File: config.mk
export PLATFORM = sky130hd
export DESIGN_NAME = csr_status_regs
export DESIGN_NICKNAME = d
export VERILOG_FILES = /design/src/hw/x_unused_placeholder_removed.sv /design/src/hw/csr_pkg.sv /design/src/hw/csr_status_regs.sv
export VERILOG_INCLUDE_DIRS = /design/src /design/src/hw
export SDC_FILE = /design/constraint.sdc
export NUM_CORES = 1
export LEC_CHECK = 0
export ABC_AREA = 1
export BUFFER_PORTS_ARGS = -buffer_cell sky130_fd_sc_hd__buf_2
export CAP_MARGIN = 30
export CORE_AREA = 10 10 89 91
export CTS_BUF_LIST = sky130_fd_sc_hd__clkbuf_16
export DETAILED_ROUTE_END_ITERATION = 8
export DIE_AREA = 0 0 99 101
export PLACE_DENSITY = 0.67
export SKIP_LAST_GASP = 1
export SLEW_MARGIN = 5
export SYNTH_ARGS = -nofsm -noshare
export SYNTH_HDL_FRONTEND = slang
export SYNTH_SLANG_ARGS = --single-unit
File: constraint.sdc
create_clock -name clk_sys -period 2.78 [get_ports clk_sys]
set_input_delay 0.556 -clock clk_sys [delete_from_list [all_inputs] [get_ports clk_sys]]
set_output_delay 0.556 -clock clk_sys [all_outputs]
set_load 0.05 [all_outputs]
File: src/hw/csr_map.svh
// register offsets, field positions, reset values and timing counts for the charger status bank
// Summary of operation
// [RULE1] power-ok bit mirrors pin; host may release
// [RULE2] monitor bit 4 shows disable pin level
// [RULE3] monitor bit 3 flags missing battery
// [RULE4] monitor bit 2 flags background charging
// [RULE5] reserved bits read fixed constant values
// [RULE6] thermistor bit 5 stops zone adjusting charge
// [RULE7] zone flags refresh once every second
// [RULE8] thermistor bit 4 low on input fault
// [RULE9] bits 3..0 show zones above T4..T1
// [RULE10] regulator-on bit resets 1, 0 disables
// [RULE11] watchdog-off bit resets 1, 0 enables
// [RULE12] key write restarts charge after done
// [RULE13] recharge trigger register always reads FFh
// [RULE14] read-only bits and wrong keys ignored
`ifndef CSR_MAP_SVH
`define CSR_MAP_SVH
// register byte offsets
`define CSR_OFF_MONITOR 8'h11
`define CSR_OFF_THERM 8'h12
`define CSR_OFF_WDCTRL 8'h13
`define CSR_OFF_RESTART 8'hfa
// monitor field positions
`define CSR_MON_POWER_OK 5
`define CSR_MON_DISABLE 4
`define CSR_MON_NO_BATT 3
`define CSR_MON_POST_CHG 2
// thermistor field positions
`define CSR_THM_IGNORE 5
`define CSR_THM_SANE 4
// watchdog control field positions and fixed bits
`define CSR_WD_REG_ON 2
`define CSR_WD_OFF 1
`define CSR_WD_FIXED 8'h68
`define CSR_WD_RESET 8'h6e
// recharge trigger key and read value
`define CSR_RESTART_KEY 8'hb5
`define CSR_RESTART_READ 8'hff
// value for reserved or unmapped reads
`define CSR_READ_ZERO 8'h00
// zone refresh timing
`define CSR_CLK_HZ 50000000
`define CSR_ZONE_PERIOD_MS 1000
`define CSR_ZONE_PERIOD_CYC (`CSR_ZONE_PERIOD_MS * (`CSR_CLK_HZ / 1000))
`endif

File: src/hw/x_unused_placeholder_removed.sv
// intentionally empty design unit list
`timescale 1ns/1ns
`default_nettype none
`default_nettype wire

File: src/hw/csr_pkg.sv
// types shared by the charger status and control register bank
`default_nettype none
package csr_pkg;
  // one register access from the serial port front end
  typedef struct packed {
    logic write;
    logic read;
    logic [7:0] addr;
    logic [7:0] wdata;
  } csr_bus_s;
  // raw thermistor comparator results
  typedef struct packed {
    logic sane;
    logic [3:0] zone;
  } csr_therm_s;
  // control values handed to the charger core
  typedef struct packed {
    logic regulatorOn;
    logic watchdogOff;
    logic thermistorIgnore;
    logic [3:0] appliedZone;
  } csr_ctrl_s;
endpackage : csr_pkg
`default_nettype wire

File: src/hw/csr_status_regs.sv
// status and control register bank of the single-cell charger
`timescale 1ns/1ns
`default_nettype none
`include "csr_map.svh"
module csr_status_regs
  import csr_pkg::*;
#(
  parameter int ZONE_PERIOD_CYC = `CSR_ZONE_PERIOD_CYC
)(
  input wire logic clk_sys,
  input wire logic resetn,
  input wire csr_bus_s regBus,
  output logic [7:0] regRdata,
  input wire logic powerGood,
  input wire logic lowBattery,
  input wire logic powerOkPinIn,
  output logic powerOkPinOut,
  output logic powerOkPinOen,
  input wire logic disablePinLevel,
  input wire logic batteryAbsent,
  input wire logic postChargeActive,
  input wire logic chargeDone,
  input wire csr_therm_s thermIn,
  output csr_ctrl_s ctrl,
  output logic rechargeStart
);
  localparam int CW = $clog2(ZONE_PERIOD_CYC + 1);
  localparam logic [7:0] WD_RESET = `CSR_WD_RESET; // watchdog control value after reset

  // true when the access address names the given register
  function automatic logic isReg(input logic [7:0] addr, input logic [7:0] off);
    isReg = (addr == off);
  endfunction : isReg

  logic rstMeta; // first reset stage
  logic rstSyncN; // released reset used everywhere
  logic powerRelease; // host override letting the pin float
  logic thermistorIgnore; // zone results kept off the charge logic
  logic regulatorOn; // regulator enable
  logic watchdogOff; // watchdog timer disable
  logic [CW-1:0] zoneCount; // cycles until the next zone refresh
  logic zoneTick; // one-cycle refresh strobe
  logic [3:0] zoneFlags; // latched zone flags
  logic thermSane; // latched thermistor sanity
  logic wrMonitor; // write to the monitor register
  logic wrTherm; // write to the thermistor register
  logic wrWdCtrl; // write to the watchdog control register
  logic wrRestart; // write to the recharge trigger
  logic [7:0] next_rdata; // read value for the addressed register

  // reset released through two stages
  // the raw reset pin is read by these two flops only
  always_ff @(posedge clk_sys or negedge resetn)
  begin
    if (!resetn)
    begin
      rstMeta <= 1'b0;
      rstSyncN <= 1'b0;
    end
    else
    begin
      rstMeta <= 1'b1;
      rstSyncN <= rstMeta;
    end
  end

  // write strobes per register
  // a write to an unmapped offset raises no strobe and is dropped
  assign wrMonitor = regBus.write && isReg(regBus.addr, `CSR_OFF_MONITOR);
  assign wrTherm = regBus.write && isReg(regBus.addr, `CSR_OFF_THERM);
  assign wrWdCtrl = regBus.write && isReg(regBus.addr, `CSR_OFF_WDCTRL);
  assign wrRestart = regBus.write && isReg(regBus.addr, `CSR_OFF_RESTART);

  // power-ok release: host sets only while the battery is low
  // a recovered battery wins over a host write in the same cycle
  always_ff @(posedge clk_sys or negedge rstSyncN)
  begin
    if (!rstSyncN)
      powerRelease <= 1'b0;
    // [RULE1] release only below threshold
    else if (!lowBattery)
      powerRelease <= 1'b0;
    else if (wrMonitor)
      powerRelease <= regBus.wdata[`CSR_MON_POWER_OK];
  end

  // open-drain pin: drive low while power is good and not released
  assign powerOkPinOut = 1'b0;
  // enable is low while the pin is driven
  assign powerOkPinOen = !(rstSyncN && powerGood && !powerRelease);

  // thermistor override bit
  // the override only masks what the charger sees, zones keep updating
  always_ff @(posedge clk_sys or negedge rstSyncN)
  begin
    if (!rstSyncN)
      thermistorIgnore <= 1'b0;
    // [RULE14] only the writable bit is kept
    else if (wrTherm)
      thermistorIgnore <= regBus.wdata[`CSR_THM_IGNORE];
  end

  // watchdog and regulator controls
  always_ff @(posedge clk_sys or negedge rstSyncN)
  begin
    if (!rstSyncN)
    begin
      // [RULE10] regulator on after reset
      regulatorOn <= WD_RESET[`CSR_WD_REG_ON];
      // [RULE11] watchdog off after reset
      watchdogOff <= WD_RESET[`CSR_WD_OFF];
    end
    else if (wrWdCtrl)
    begin
      regulatorOn <= regBus.wdata[`CSR_WD_REG_ON];
      watchdogOff <= regBus.wdata[`CSR_WD_OFF];
    end
  end

  // refresh counter, fires right after reset then every period
  // a shorter period keeps simulation short; the default is one second
  always_ff @(posedge clk_sys or negedge rstSyncN)
  begin
    if (!rstSyncN)
      zoneCount <= '0;
    else if (zoneCount == '0)
      zoneCount <= CW'(ZONE_PERIOD_CYC - 1);
    else
      zoneCount <= zoneCount - 1'b1;
  end
  assign zoneTick = (zoneCount == '0);

  // zone and sanity flags sampled once per period, override or not
  always_ff @(posedge clk_sys or negedge rstSyncN)
  begin
    if (!rstSyncN)
    begin
      zoneFlags <= 4'h0;
      thermSane <= 1'b0;
    end
    // [RULE7] periodic zone refresh
    else if (zoneTick)
    begin
      zoneFlags <= thermIn.zone;
      thermSane <= thermIn.sane;
    end
  end

  // controls to the charger core
  assign ctrl.regulatorOn = regulatorOn;
  assign ctrl.watchdogOff = watchdogOff;
  assign ctrl.thermistorIgnore = thermistorIgnore;
  // [RULE6] override hides zones from charging
  assign ctrl.appliedZone = thermistorIgnore ? 4'h0 : zoneFlags;

  // recharge trigger pulse on the key in the done state
  // pulse lasts one cycle; a second key next cycle pulses again
  always_ff @(posedge clk_sys or negedge rstSyncN)
  begin
    if (!rstSyncN)
      rechargeStart <= 1'b0;
    // [RULE12] key restarts charging
    else
      rechargeStart <= wrRestart && chargeDone && (regBus.wdata == `CSR_RESTART_KEY);
  end

  // read value selection
  // unmapped offsets and the monitor and thermistor reserved bits fall through as zero
  always_comb
  begin
    next_rdata = `CSR_READ_ZERO;
    if (isReg(regBus.addr, `CSR_OFF_MONITOR))
    begin
      // [RULE1] bit mirrors the pin level
      next_rdata[`CSR_MON_POWER_OK] = powerOkPinIn;
      // [RULE2] disable pin level
      next_rdata[`CSR_MON_DISABLE] = disablePinLevel;
      // [RULE3] battery absent flag
      next_rdata[`CSR_MON_NO_BATT] = batteryAbsent;
      // [RULE4] background charge flag
      next_rdata[`CSR_MON_POST_CHG] = postChargeActive;
    end
    else if (isReg(regBus.addr, `CSR_OFF_THERM))
    begin
      next_rdata[`CSR_THM_IGNORE] = thermistorIgnore;
      // [RULE8] thermistor sanity
      next_rdata[`CSR_THM_SANE] = thermSane;
      // [RULE9] zone flags
      next_rdata[3:0] = zoneFlags;
    end
    else if (isReg(regBus.addr, `CSR_OFF_WDCTRL))
    begin
      // [RULE5] fixed reserved pattern
      next_rdata = `CSR_WD_FIXED;
      next_rdata[`CSR_WD_REG_ON] = regulatorOn;
      next_rdata[`CSR_WD_OFF] = watchdogOff;
    end
    // [RULE13] trigger always reads all ones
    else if (isReg(regBus.addr, `CSR_OFF_RESTART))
      next_rdata = `CSR_RESTART_READ;
  end

  // read data captured on the read strobe
  always_ff @(posedge clk_sys or negedge rstSyncN)
  begin
    if (!rstSyncN)
      regRdata <= `CSR_READ_ZERO;
    else if (regBus.read)
      regRdata <= next_rdata;
  end
endmodule : csr_status_regs
`default_nettype wire

==> qor.tcl <==
set qor(run_status) {complete, no violations}
set qor(via_per_inst) 4.87
set qor(synthDistinctLibCells) 29
set qor(cts.htree.levels) 2
set qor(syn-mean-instance-area_sq_um) 7.11
set qor(netlist_area_sq_mm) 0.00268
set qor(floorplan.initialDensity_pct) 43.2
set qor(worst_ir_drop_vdd_mv) 0.242
set qor(dieHeight_microns) 101
set qor(antenna_left) 0
set qor(reg_top3) {zoneCount: 26 flops, regRdata: 8 flops, zoneFlags: 4 flops}
set qor(grt_pass1_wl_mm) 11.0
set qor(clock-skew-final_ns) 0.00887
set qor(die_x_microns) 99
set qor(final-setup-viol-count) 0
set qor(cts.root.buffer_cell) {sky130_fd_sc_hd__clkbuf_16}
set qor(power.sequential.fraction_pct) 46.3
set qor(preCtsSetupSlack_ns) 1.15
set qor(antenna_violations_before_repair) 0
set qor(worstHoldPathType) {in -> async}
set qor(vias) 2458
set qor(seq_area_sq_mm) 0.00115
set qor(dieArea_sq_mm) 0.0100
set qor(pwr_density_cell_mw_per_mm2) 473
set qor(holdBufCountCts) 0
set qor(rsz0062_at_grt) {no}
set qor(finalMaxSlewViolations) 0
set qor(ctsResizeCount) 0
set qor(finalWorstPathRequiredPeriod_ns) 1.69
set qor(power.net_switching_mw) 0.347
set qor(whs_ns) 0.0614
set qor(cp.required_ns) 2.22
set qor(switching_share_pct) 23.3
set qor(layout_setup_ws_ns) 1.09
set qor(finalSetupTns_ns) 0
set qor(tritoncts) {built}
set qor(detail_route.first_pass.iterations) 4
set qor(number_of_filler_instances_in_the_final_layout) 587
set qor(post-cts-setup-buffers) 0
set qor(clk_path_buf_depth) 2
set qor(ys_ff_latch) 46
set qor(dp.final_hpwl_mm) 5.21
set qor(timing.fmax_mhz) 591
set qor(via_count_of_the_first_global_routing_pass) 2398
set qor(nNetsFinal) 461
set qor(max-cap-violations) 0
set qor(grt_remaining_overflow) 0
set qor(place_congestion) 0.877
set qor(placement_rows) 29
set qor(synth_cells) 377
set qor(postSynthNetCount) 411
set qor(dr.first_iter.drc_count) 122
set qor(maximum_fanout_along_the_worst_path) 7
set qor(final_hold_vio_count) 0
set qor(drc) 0
set qor(areaGrowthSynthToFinish_pct) 17.5
set qor(clkSinkCount) 46
set qor(diodes) 0
set qor(post-route-period-util_pct) 60.9
set qor(clk_pin_slew_worst_paths_ns) 0.06
set qor(placement.io_buffers) 48
set qor(cp-end-kind) {output pin}
set qor(pin_count) 50
set qor(worst_slew_pin_slew_ns) 0.557
set qor(timing.max_slew.rel_slack_pct) 62.9
set qor(power.leakage_nw) 1.70
set qor(detail_route.wirelength_mm) 6.57
set qor(internal_power_mw) 1.14
set qor(critical_path.startpoint_type) {register}
set qor(top_register) {zoneCount}
set qor(worst_ep_arrival_ns) 1.14
set qor(synth_seq_area_share_pct) 43.1
set qor(final_core_utilization_pct) 50.7
set qor(flip_flop_count_of_the_largest_register_after_layout) 26
set qor(drive_gt1_share_pct) 19.4
set qor(tritoncts.num_buffers) 5
set qor(core-area_sq_mm) 0.00620
set qor(global_route.usage.total_pct) 13.3
set qor(worstSetupPathType) {reg -> out}
set qor(combined_area_of_the_multi_input_logic_cells_sq_mm) 0.00129
set qor(grt_max_degree) 45
set qor(synthesis.yosys.warnings) 0
set qor(clock_latency_ns) 0.29
set qor(average_wire_per_standard_cell_microns) 13.0
set qor(clockPowerShare_pct) 45.8
set qor(combinationalPowerShare_pct) 7.9
-- layout by cell type (no fill, tap or decap), drive strengths merged, types with 3 or more instances in the layout --
master  synthesis  layout
nand3b          3       3
nor2           83      83
buf             6      49
nand3          46      46
clkinv          2       3
nand2         108     108
xnor2           4       4
o21ai           9       9
nand4          13      13
inv            46      47
clkbuf          0       5
dfrtp          44      44
-- worst paths after layout --
check | slack (ns) | endpoint | from | depth (start not counted)
max in group asynchronous | 2.04 | zoneCount[16] | rstSyncN | 1
hold reg to reg | 0.35 | rstSyncN | rstMeta | 0
hold / removal | 0.06 | rstSyncN | resetn | 1
setup reg to reg | 1.18 | zoneCount[22] | zoneCount[0] | 7
setup / recovery | 1.09 | ctrl[1] | thermistorIgnore | 2
min in group clk_sys | 0.35 | rstSyncN | rstMeta | 0
-- synth_stat cells (all sizes together) --
cell | number | area (sq um)
buf | 6 | 46.3
clkinv | 2 | 12.5
conb | 2 | 7.51
dfrtp | 44 | 1100
dfstp | 2 | 52.6
ha | 2 | 25.0
inv | 46 | 173
nand2 | 108 | 423
nand3 | 46 | 235
nand3b | 3 | 22.5
nand4 | 13 | 93.8
nor2 | 83 | 347
nor3 | 1 | 16.3
nor3b | 1 | 7.51
nor4 | 1 | 6.26
o21ai | 9 | 45.0
or2 | 2 | 12.5
xnor2 | 4 | 35.0
xor2 | 2 | 17.5
-- cell type report --
cell class	instances	share of cell area [%]
multi-input cells	277	41.1
clock buffers	5	3.98
inverters	48	5.88
well taps	77	3.06
repair buffers	49	7.87
flip-flops and latches	46	36.7
clock inverters	3	1.39
-- critical path, stage by stage (launching register included) --
cell	delay, ns
sky130_fd_sc_hd__dfrtp_1	0.46
sky130_fd_sc_hd__nor2_1	0.13
sky130_fd_sc_hd__buf_2	0.27
-- routing by layer --
layer  vias to the layer above  share of wire, %  global-route usage, %
li1                       1275                 -                      -
met1                      1108                44                   15.8
met2                        65                47                   22.5
met3                        10               7.6                   3.91
met4                         0               1.5                   4.19
met5                         -                 0                      0
-- per-stage QoR --
| step | area (sq um) | total power, mW | instances |
|---|---|---|---|
| 2_1_floorplan | 2680 | 0.781 | 377 |
| 3_3_place_gp | 2980 | 0.818 | 497 |
| 3_5_place_dp | 2980 | 0.819 | 497 |
| 4_1_cts | 3150 | 1.50 | 505 |
| 5_1_grt | 3150 | 1.55 | 505 |
| 6_report | 3150 | 1.49 | 505 |
-- power by group through the flow --
stage	Clock [mW]	Combinational [mW]	Sequential, mW
global route	0.731	0.131	0.689
floorplan	0	0.0661	0.715
CTS	0.693	0.119	0.689
global placement	0	0.117	0.701
finish	0.681	0.117	0.689
detailed placement	0	0.118	0.701
-- logic make-up (layout without fill, tap and decap cells) --
group | count (synthesis) | in the layout | share of synthesized area (%)
XOR/XNOR | 6 | 6 | 1.96
adder cells (fa/ha/maj) | 2 | 2 | 0.934
other | 2 | 2 | 0.280
flip-flops | 46 | 46 | 43.1
AO/OA/AOI/OAI | 9 | 9 | 1.68
AND/OR/NAND/NOR | 258 | 258 | 43.4
buffers and inverters | 54 | 105 | 8.64
Note: power is estimated with default switching activity, not from simulation.
